`src/rtl/mpf_map.svh`:
```
// register offsets, field positions, reset values and timing counts for the pwm filter/chopper slice
// assumes a 40 MHz core clock and byte-wide registers on a plain strobe port
`ifndef MPF_MAP_SVH
`define MPF_MAP_SVH

// ==========================================================
// offsets
`define MPF_OFS_DFILT      4'h0
`define MPF_OFS_REFCHOP    4'h1
`define MPF_OFS_PWMCTL     4'h2
`define MPF_OFS_UPDPER     4'h3
`define MPF_OFS_PERIPHCTL  4'h4
`define MPF_OFS_STATUS     4'h5

// ==========================================================
// reset values
`define MPF_RST_DFILT      8'h0f
`define MPF_RST_REFCHOP    8'h00
`define MPF_RST_PWMCTL     8'h00
`define MPF_RST_UPDPER     8'h00

// ==========================================================
// field positions
`define MPF_REF_HST_BIT    7
`define MPF_REF_CL_BIT     6
`define MPF_REF_CSEL_BIT   5
`define MPF_PWM_8BIT_BIT   7
`define MPF_PWM_FDU_BIT    6
`define MPF_PWM_FDV_BIT    5
`define MPF_PWM_FDW_BIT    4
`define MPF_PWM_CMS_BIT    3
`define MPF_CTL_CKE_BIT    0
`define MPF_CTL_SENS_BIT   1
`define MPF_CTL_SCF_LSB    2

// ==========================================================
// timing: blanking steps, nominal 4 MHz periph clock scaled to core clock
`define MPF_CLK_MHZ        40
`define MPF_BLANK_FINE_US  5
`define MPF_BLANK_COARSE_US 20
`define MPF_BLANK_FINE_CYC   (`MPF_BLANK_FINE_US * `MPF_CLK_MHZ)
`define MPF_BLANK_COARSE_CYC (`MPF_BLANK_COARSE_US * `MPF_CLK_MHZ)
// pwm period in prescaled ticks (16 bit compare, 13 active bits)
`define MPF_PWM_TOP        13'h1fff

`endif

```
`src/rtl/mpf_pkg.sv`:
```
// types for the pwm filter/chopper slice
// assumes mpf_map.svh supplies the numeric constants
package mpf_pkg;
  typedef enum logic [1:0] {
    MPF_CHOP_OFF,
    MPF_CHOP_LOW,
    MPF_CHOP_HIGH,
    MPF_CHOP_BOTH
  } mpf_chop_t;

  typedef enum logic {
    MPF_CNT_UP,
    MPF_CNT_DOWN
  } mpf_dir_t;
endpackage

```
`src/rtl/mpf_core.sv`:
```
// pwm counter, update pacing, chopper, d event filter and comparator status
// assumes comparator pins asynchronous, bus on core clock, d/c events from the same clock
//
// Local design decisions: the strobed register port and the register addresses.
`timescale 1ns/1ps
`include "mpf_map.svh"
`default_nettype none

// Operation
// - filtered d event needs field plus one consecutive valid samples, 1 to 16
// - d filter samples taken on selected sampling clock tick, every one to eight clocks
// - blank d detection after c event: 5us steps to 40us, then 20us steps
// - sensor mode applies no blanking window after c event
// - sensor select zero means sensorless, one means sensor mode
// - hysteresis comparator output readable as status bit 7
// - current loop comparator output readable as status bit 6
// - current input select picks amplifier output at 0, direct pin at 1
// - chop mode: off, low only, high only, both
// - three bit chop rate selects eight chopper frequencies
// - chopper output has fifty percent duty
// - standard mode uses compare b15:b3; eight-bit mode b14:b8 with the full-duty bit as top compare bit
// - full-duty bit forces 100% duty for one update period, then clears
// - counter edge aligned at 0, center aligned at 1
// - pwm counter clock is core clock divided by prescale plus one
// - down counter at zero: transfer compares, pulse update, reload
// - enabling peripheral clock forces repetition load and an update
// - new repetition value used only after next update
// - updates every n+1 periods edge, n+1 half periods center
module mpf_core (
  input  wire logic        core_clk_in,
  input  wire logic        arst_n_in,
  input  wire logic [3:0]  addr_in,
  input  wire logic [7:0]  wdata_in,
  input  wire logic        wr_in,
  input  wire logic        rd_in,
  output logic      [7:0]  rdata_out,
  input  wire logic [15:0] phase_compare_u_in,
  input  wire logic [15:0] phase_compare_v_in,
  input  wire logic [15:0] phase_compare_w_in,
  input  wire logic        d_raw_in,
  input  wire logic        c_event_in,
  input  wire logic        hyst_comp_in,
  input  wire logic        amplifier_output_in,
  input  wire logic        direct_current_input_in,
  input  wire logic        cur_ref_comp_in,
  output logic             d_event_out,
  output logic             cur_comp_in_out,
  output logic             chop_high_out,
  output logic             chop_low_out,
  output logic [2:0]       pwm_out,
  output logic             update_out
);

  // ==========================================================
  // state
  typedef struct packed {
    logic [7:0]  dfilt;
    logic [7:0]  refchop;
    logic [7:0]  pwmctl;
    logic [7:0]  updper;
    logic [7:0]  periph;
    logic [7:0]  rdata;
    logic [1:0]  hst_s;
    logic [1:0]  cl_s;
    logic [1:0]  dr_s;
    logic [1:0]  amp_s;
    logic [1:0]  dci_s;
    logic [4:0]  dcnt;
    logic        dev;
    logic [13:0] blank;
    logic [7:0]  scf_div;
    logic [7:0]  chop_div;
    logic        chop_ph;
    logic [2:0]  pre;
    logic [12:0] cnt;
    mpf_pkg::mpf_dir_t dir;
    logic [7:0]  rep_act;
    logic [7:0]  rep_cnt;
    logic [2:0]  full_act;
    logic [38:0] cmp_act;
    logic        upd;
    logic [2:0]  pwm;
    logic        cur_sel;
    logic        chh;
    logic        chl;
  } mpf_state_t;

  mpf_state_t s_q;
  mpf_state_t s_d;

  // chopper half period in core cycles (40 MHz ref: 100k..2M)
  function automatic logic [7:0] chop_half(input logic [2:0] code);
    case (code)
      3'h0:    chop_half = 8'hc8;
      3'h1:    chop_half = 8'h64;
      3'h2:    chop_half = 8'h32;
      3'h3:    chop_half = 8'h28;
      3'h4:    chop_half = 8'h19;
      3'h5:    chop_half = 8'h14;
      3'h6:    chop_half = 8'h0f;
      default: chop_half = 8'h0a;
    endcase
  endfunction

  function automatic logic [12:0] cmp_of(input logic [12:0] raw, input logic eight, input logic ext);
    if (eight) begin
      cmp_of = {ext, raw[11:5], 5'h00};
    end else begin
      cmp_of = raw;
    end
  endfunction

  logic [13:0] blank_len;
  logic        sample_tick;
  logic        cnt_tick;
  logic        period_edge;
  logic [12:0] cmp_u;
  logic [12:0] cmp_v;
  logic [12:0] cmp_w;

  always_comb begin
    s_d = s_q;
    blank_len = 14'h0000;
    sample_tick = 1'b0;
    cnt_tick = 1'b0;
    period_edge = 1'b0;
    s_d.upd = 1'b0;

    // pin inputs, two stage sync
    s_d.hst_s = {s_q.hst_s[0], hyst_comp_in};
    s_d.cl_s  = {s_q.cl_s[0], cur_ref_comp_in};
    s_d.dr_s  = {s_q.dr_s[0], d_raw_in};
    // both current sources are pins, so they are synchronised before the mux
    s_d.amp_s = {s_q.amp_s[0], amplifier_output_in};
    s_d.dci_s = {s_q.dci_s[0], direct_current_input_in};

    // ========================================================
    // register writes
    if (wr_in) begin
      case (addr_in)
        `MPF_OFS_DFILT:     s_d.dfilt = wdata_in;
        `MPF_OFS_REFCHOP:   s_d.refchop = {2'b00, wdata_in[5:0]};
        `MPF_OFS_PWMCTL:    s_d.pwmctl = wdata_in;
        `MPF_OFS_UPDPER:    s_d.updper = wdata_in;
        `MPF_OFS_PERIPHCTL: s_d.periph = wdata_in;
        default: ;
      endcase
    end

    s_d.rdata = 8'h00;
    if (rd_in) begin
      case (addr_in)
        `MPF_OFS_DFILT:     s_d.rdata = s_q.dfilt;
        `MPF_OFS_REFCHOP:   s_d.rdata = {s_q.hst_s[1], s_q.cl_s[1], s_q.refchop[5:0]};
        `MPF_OFS_PWMCTL:    s_d.rdata = s_q.pwmctl;
        `MPF_OFS_UPDPER:    s_d.rdata = s_q.updper;
        `MPF_OFS_PERIPHCTL: s_d.rdata = s_q.periph;
        `MPF_OFS_STATUS:    s_d.rdata = {s_q.dev, s_q.pwm, s_q.rep_cnt[3:0]};
        default:            s_d.rdata = 8'h00;
      endcase
    end

    s_d.cur_sel = s_q.refchop[`MPF_REF_CSEL_BIT] ? s_q.dci_s[1] : s_q.amp_s[1];

    // ========================================================
    // d event filter
    // sampling tick from selectable divider
    if (s_q.scf_div == 8'h00) begin
      sample_tick = 1'b1;
      s_d.scf_div = {5'h00, s_q.periph[4:2]};
    end else begin
      s_d.scf_div = s_q.scf_div - 8'h01;
    end
    if (!s_q.dfilt[3]) begin
      blank_len = 14'(({11'h000, s_q.dfilt[2:0]} + 14'h0001) * `MPF_BLANK_FINE_CYC);
    end else begin
      blank_len = 14'(({11'h000, s_q.dfilt[2:0]} + 14'h0003) * `MPF_BLANK_COARSE_CYC);
    end
    if (c_event_in && !s_q.periph[`MPF_CTL_SENS_BIT]) begin
      s_d.blank = blank_len;
      s_d.dcnt = 5'h00;
      s_d.dev = 1'b0;
    end else if (s_q.blank != 14'h0000) begin
      s_d.blank = s_q.blank - 14'h0001;
    end else if (sample_tick) begin
      if (!s_q.dr_s[1]) begin
        s_d.dcnt = 5'h00;
        s_d.dev = 1'b0;
      end else if (s_q.dcnt > {1'b0, s_q.dfilt[7:4]}) begin
        s_d.dev = 1'b1;
      end else begin
        s_d.dcnt = s_q.dcnt + 5'h01;
        s_d.dev = (s_q.dcnt == {1'b0, s_q.dfilt[7:4]});
      end
    end

    // ========================================================
    // chopper
    // equal half periods
    if (s_q.chop_div == 8'h00) begin
      s_d.chop_div = chop_half(s_q.refchop[2:0]) - 8'h01;
      s_d.chop_ph = ~s_q.chop_ph;
    end else begin
      s_d.chop_div = s_q.chop_div - 8'h01;
    end
    case (mpf_pkg::mpf_chop_t'(s_q.refchop[4:3]))
      mpf_pkg::MPF_CHOP_LOW: begin
        s_d.chh = 1'b0;
        s_d.chl = s_q.chop_ph;
      end
      mpf_pkg::MPF_CHOP_HIGH: begin
        s_d.chh = s_q.chop_ph;
        s_d.chl = 1'b0;
      end
      mpf_pkg::MPF_CHOP_BOTH: begin
        s_d.chh = s_q.chop_ph;
        s_d.chl = s_q.chop_ph;
      end
      default: begin
        s_d.chh = 1'b0;
        s_d.chl = 1'b0;
      end
    endcase

    // ========================================================
    // pwm counter, held while peripheral clock disabled
    if (s_q.periph[`MPF_CTL_CKE_BIT]) begin
      if (s_q.pre >= s_q.pwmctl[2:0]) begin
        s_d.pre = 3'h0;
        cnt_tick = 1'b1;
      end else begin
        s_d.pre = s_q.pre + 3'h1;
      end
    end
    if (cnt_tick) begin
      if (!s_q.pwmctl[`MPF_PWM_CMS_BIT]) begin
        s_d.dir = mpf_pkg::MPF_CNT_UP;
        if (s_q.cnt == `MPF_PWM_TOP) begin
          s_d.cnt = 13'h0000;
          period_edge = 1'b1;
        end else begin
          s_d.cnt = s_q.cnt + 13'h0001;
        end
      end else if (s_q.dir == mpf_pkg::MPF_CNT_UP) begin
        if (s_q.cnt == `MPF_PWM_TOP) begin
          s_d.dir = mpf_pkg::MPF_CNT_DOWN;
          period_edge = 1'b1;
        end else begin
          s_d.cnt = s_q.cnt + 13'h0001;
        end
      end else begin
        if (s_q.cnt == 13'h0000) begin
          s_d.dir = mpf_pkg::MPF_CNT_UP;
          period_edge = 1'b1;
        end else begin
          s_d.cnt = s_q.cnt - 13'h0001;
        end
      end
    end

    // enable rising forces load and update
    if (wr_in && addr_in == `MPF_OFS_PERIPHCTL && wdata_in[`MPF_CTL_CKE_BIT]
        && !s_q.periph[`MPF_CTL_CKE_BIT]) begin
      s_d.rep_act = s_q.updper;
      s_d.rep_cnt = s_q.updper;
      s_d.upd = 1'b1;
    end else if (period_edge) begin
      // count n+1 periods or half periods
      if (s_q.rep_cnt == 8'h00) begin
        s_d.upd = 1'b1;
        s_d.rep_act = s_q.updper;
        s_d.rep_cnt = s_q.updper;
      end else begin
        s_d.rep_cnt = s_q.rep_cnt - 8'h01;
      end
    end

    if (s_d.upd) begin
      s_d.full_act = s_d.pwmctl[6:4];
      s_d.pwmctl[6:4] = 3'b000;
      s_d.cmp_act = {cmp_of(phase_compare_u_in[15:3], s_q.pwmctl[7], s_q.pwmctl[`MPF_PWM_FDU_BIT]),
                     cmp_of(phase_compare_v_in[15:3], s_q.pwmctl[7], s_q.pwmctl[`MPF_PWM_FDV_BIT]),
                     cmp_of(phase_compare_w_in[15:3], s_q.pwmctl[7], s_q.pwmctl[`MPF_PWM_FDW_BIT])};
    end

    cmp_u = s_q.cmp_act[38:26];
    cmp_v = s_q.cmp_act[25:13];
    cmp_w = s_q.cmp_act[12:0];
    s_d.pwm[2] = s_q.full_act[2] | (s_q.cnt < cmp_u);
    s_d.pwm[1] = s_q.full_act[1] | (s_q.cnt < cmp_v);
    s_d.pwm[0] = s_q.full_act[0] | (s_q.cnt < cmp_w);
  end

  always_ff @(posedge core_clk_in or negedge arst_n_in) begin
    if (!arst_n_in) begin
      s_q <= '0;
      s_q.dfilt <= `MPF_RST_DFILT;
      s_q.refchop <= `MPF_RST_REFCHOP;
      s_q.pwmctl <= `MPF_RST_PWMCTL;
      s_q.updper <= `MPF_RST_UPDPER;
    end else begin
      s_q <= s_d;
    end
  end

  assign rdata_out = s_q.rdata;
  assign d_event_out = s_q.dev;
  assign cur_comp_in_out = s_q.cur_sel;
  assign chop_high_out = s_q.chh;
  assign chop_low_out = s_q.chl;
  assign pwm_out = s_q.pwm;
  assign update_out = s_q.upd;

endmodule

`default_nettype wire

```
`config.mk`:
```
export PLATFORM = sky130hd
export DESIGN_NAME = mpf_core
export DESIGN_NICKNAME = d
export VERILOG_FILES = /design/src/rtl/mpf_pkg.sv /design/src/rtl/mpf_core.sv
export VERILOG_INCLUDE_DIRS = /design/src /design/src/rtl
export SDC_FILE = /design/constraint.sdc
export NUM_CORES = 1
export LEC_CHECK = 0
export BUFFER_PORTS_ARGS = -buffer_cell sky130_fd_sc_hd__buf_2
export CAP_MARGIN = 0
export CORE_ASPECT_RATIO = 0.8
export CORE_MARGIN = 2
export CORE_UTILIZATION = 55
export CTS_CLUSTER_DIAMETER = 200
export CTS_CLUSTER_SIZE = 40
export DETAILED_ROUTE_END_ITERATION = 12
export PLACE_DENSITY = 0.81
export SYNTH_ARGS = -nofsm -noshare
export SYNTH_HDL_FRONTEND = slang
export SYNTH_SLANG_ARGS = --single-unit
```
`constraint.sdc`:
```
create_clock -name core_clk_in -period 7.8 [get_ports core_clk_in]
set_input_delay 1.95 -clock core_clk_in [delete_from_list [all_inputs] [get_ports core_clk_in]]
set_output_delay 1.95 -clock core_clk_in [all_outputs]
set_load 0.02 [all_outputs]
```
### Word-level counts from Yosys, hierarchy flattened

Cells that the tools add are included.

| word-level totals | value |
|---|---|
| word-level logic and storage cells | 140 |
| input bits | 70 |
| output and inout port bits | 16 |
| flip-flop bits (word level) | 167 |

| cells by class | value |
|---|---|
| mux-type cells | 45 |
| $add $sub $neg | 11 |
| bitwise operators | 4 |
| eq/ne operators | 20 |
| magnitude comparators | 5 |
| reductions and logical operators | 24 |
| multiply operators | 2 |

Operators by type and width:

| kind | number |
|---|---|
| $mux 13 | 6 |
| $mux 8 | 9 |
| $mux 14 | 4 |
| $pmux 8 s7 | 1 |
| $pmux 8 s6 | 1 |
| $lt 13x13->1 | 3 |
| $sub 8x1->8 const B | 4 |
| $logic_not 8->1 | 3 |
| $mux 23 | 1 |
| $mux 20 | 1 |
| $mul 4x5->9 const B | 2 |
| $mux 6 | 3 |
| $mux 1 | 14 |
| $reduce_bool 14->1 | 1 |
| $sub 14x1->14 const B | 1 |
| $add 13x1->13 const B | 1 |
| $eq 13x13->1 const B | 1 |
| $logic_not 13->1 | 1 |
| $sub 13x1->13 const B | 1 |
| $reduce_and 2->1 | 6 |
| $eq 3x3->1 const B | 3 |
| $ne 3x3->1 const B | 3 |
| $eq 4x2->1 const B | 2 |
| $eq 4x3->1 const B | 2 |
| 25 further kinds | 37 |

### Logic depth before layout (Yosys ltp)

| depth | value |
|---|---|
| word-level depth | 8 |
| depth in mapped cells | 11 |

### Worst setup path after synthesis

Ideal clock, no wire load.

| path | value |
|---|---|
| kind | in2reg |
| start point | input port addr_in[0] |
| end point | register s_q[173] (netlist bit) |
| slack | 3.989 ns |
| library setup time | 0.125 ns |
| stages on the path | 4 |
| arrival time | 3.686 ns |
| cell sequence | clkbuf_1 -> nor4_1 -> nand2_1 -> mux2_2 |

| between the ends | value |
|---|---|
| word-level cells in the longest chain between the ends | 2 |

RTL lines:

| element | RTL line | text |
|---|---|---|
| from (decl) | mpf_core.sv:32 | `input wire logic [3:0] addr_in,` |
| $logic_not 4->1 | mpf_core.sv:140 | `case (addr_in)` |
| $reduce_and 2->1 (no source line) | - |  |
| to (decl) | mpf_core.sv:88 | `mpf_state_t s_q;` |

No other way between the ends.
A chain may end at the register's enable or synchronous reset.

### Final worst setup path

| path | value |
|---|---|
| start point | input port addr_in[2] |
| end point | register s_q, in the netlist cmp_w[6] |

| between the ends | value |
|---|---|
| word-level cells in the longest chain between the ends | 5 |

RTL lines:

| element | RTL line | text |
|---|---|---|
| $eq 4x3->1 | - |  |
| $logic_and 1x1->1 (no source line) | - |  |
| $logic_and 1x1->1 (2 in a row) | mpf_core.sv:262 | `` if (wr_in && addr_in == `MPF_OFS_PERIPHCTL && wdata_in[`MPF_CTL_CKE_BIT] `` |
| $mux 1 | mpf_core.sv:262 |  |

No other way between the ends.

==> metrics <==
Bufs on Longest Clock Path 2; initial antenna violation count 0; sequential share of the synthesized area 42.5%; Netlist cell types 76; chip width 154 µm; Setup TNS Final 0 ps; Clock Sinks 167; worst-path maximum fanout 42; Clock Skew 6.65 ps; Resized Gates After CTS 0; Leakage 5.12 nW; postcts setup bufs 0; final hold vios 0; Worst EP required 8120 ps; Peak VDD IR 0.155 mV; first-pass detailed-route iteration total 5; Synth-to-Final Area Change 9.99%; Pwr Density 277 nW/µm²; vias per cell 6.02; Num CTS Buffers 17; main combinational cell family by area after synthesis simple AND/OR/NAND/NOR gates; initial core utilization 56.5%; 1st-iter DRT viols 842; drt total wl 22700 µm; Setup WS pre-CTS 3230 ps; fmax 241 MHz; core area 17400 µm²; H-tree depth 4; CP endpoint kind flop; Worst-Skew Late Latency 430 ps; worst setup path category in -> reg; outcome finished clean; Compound-Gate Fraction of Synth Area 12.0%; Post-DRT Antenna Nets 0; routed length per instance 18.2 µm; IO Port Bufs 76; Setup-failing EPs final 0; first-pass GRT wire length 37200 µm; post-synthesis mux area share 12.0%; dpl hpwl 15800 µm; full die area 19000 µm²; CTS tree done; IO Pins 86; post-synthesis xor/xnor area fraction 3.11%; simple-gate share of the synthesized area 15.2%; Post-synth ARST share 100%; Syn Nets 1101; prevailing post-synth register cell dfrtp_1; clock root buffer clkbuf_16; Tcrit/Tclk final 53.1%; worst hold slack 350 ps; Post-Place Cell Area 10300 µm²; post-route minimum period 4140 ps; via count 7495; Die H 124 µm; Syn Area/Cell 10.3 µm²; largest net degree at the start of global routing 92; row cnt 43; crit start category primary input; Nets 1152; Slew Limit Fails 0; gr usage total 24.6%; unrepaired setup endpoints after global routing no; vias in the first global route 7390; Post-Synthesis Cells 958; CTS clock-pin slew for the worst setup and hold paths 60 ps; DRC Markers 0; Hold-fix buffers, CTS 0; Design Area, Final 10800 µm²; Mapped Area 9850 µm²; WP data arrival 4460 ps; MaxCap Viol Count 0; Yosys reg bits 167; Hold Path Class reg -> reg; PnR worst setup slack 3660 ps; Max transition margin 36.8%; Synth Area in Adders 9.35%; Synth warnings 0; RePlAce Congestion 0.927; gr ovfl total 0; layout cells sized above 1 18.7%; Worst-Margin Slew 945 ps; EDFF count, synth 0
## final timing paths
kind,start,to,slack (ps),cells past startpoint
max in group asynchronous,arst_n_in,s_q[66],4790,2
setup reg to reg,s_q[154],cmp_w[6],4260,8
setup / recovery,addr_in[2],cmp_w[6],3660,6
hold reg to reg,s_d[120],s_q[120],350,0
hold / removal,s_d[120],s_q[120],350,0
min in group asynchronous,arst_n_in,s_q[101],1560,1
## metrics by stage
stage               power (mW)  util, %  cells
floorplan                 1.92        -    958
global placement          2.12     59.0   1215
detailed placement        2.18     59.0   1215
CTS                       2.99     62.1   1245
global route              3.19     62.1   1245
finish                    3.00     62.1   1246
## state kept, by name (all words and copies together) (netlist names), 3 cells and up
register and count:
cmp_w 13, pwm_out 3, rdata_out 8, s_q 107
s_d 5, cmp_u 13, cmp_v 13
## cell type report
class | instances | area [µm²]
flip-flops and latches | 167 | 4180
inverters | 73 | 274
clock buffers | 24 | 482
repair buffers | 84 | 447
multi-input cells | 666 | 5090
diodes | 1 | 2.50
clock inverters | 6 | 68.8
well taps | 225 | 282
fillers | 1384 | 6600
## cell usage in the layout (no fill, tap or decap), types with 23 or more instances in the layout
cell,n
mux2i_1,40
buf_2,75
nand3_1,23
a21oi_1,41
mux2_2,45
inv_1,73
dfrtp_1,163
nor2_1,59
nor3_1,26
nand2_1,64
ha_1,72
## layer usage
metal	track usage (%)	wire length, µm	vias up
met2	37.0	9970	312
met4	7.74	481	0
li1	-	-	3518
met3	6.09	1870	50
met1	35.5	10400	3615
met5	0	0	-
## Yosys cell counts, drive strengths merged (16+ instances only)
master | n | area [µm²]
a21o | 18 | 135
a21oi | 41 | 205
buf | 24 | 193
clkbuf | 28 | 105
dfrtp | 163 | 4080
ha | 72 | 901
inv | 73 | 274
mux2 | 63 | 777
mux2i | 40 | 400
nand2 | 64 | 240
nand2b | 20 | 125
nand3 | 23 | 115
nor2 | 59 | 221
nor3 | 26 | 130
o21ai | 22 | 110
xnor2 | 19 | 166
xor2 | 16 | 140
## critical path, stage by stage
cell      delay, ps
buf_2           200
nor3b_1         310
nand4b_1        580
o31ai_4         330
buf_4           620
mux2_2          410
## where the power goes
group          leakage (nW)  internal, mW  switching (mW)
Sequential             2.03          1.07           0.236
Clock                 0.267         0.463           0.341
Combinational          2.82         0.420           0.467
## cells by family (layout without fill, tap and decap cells)
family,after synthesis,count (layout)
DFF,167,167
other,1,2
and+or+nand+nor,286,286
buffers and inverters,125,187
xor gates and xnor gates,35,35
adders and majority gates,73,73
AOI/OAI and AO/OA,168,168
muxes,103,103
Power figures use the tool's default switching activity.
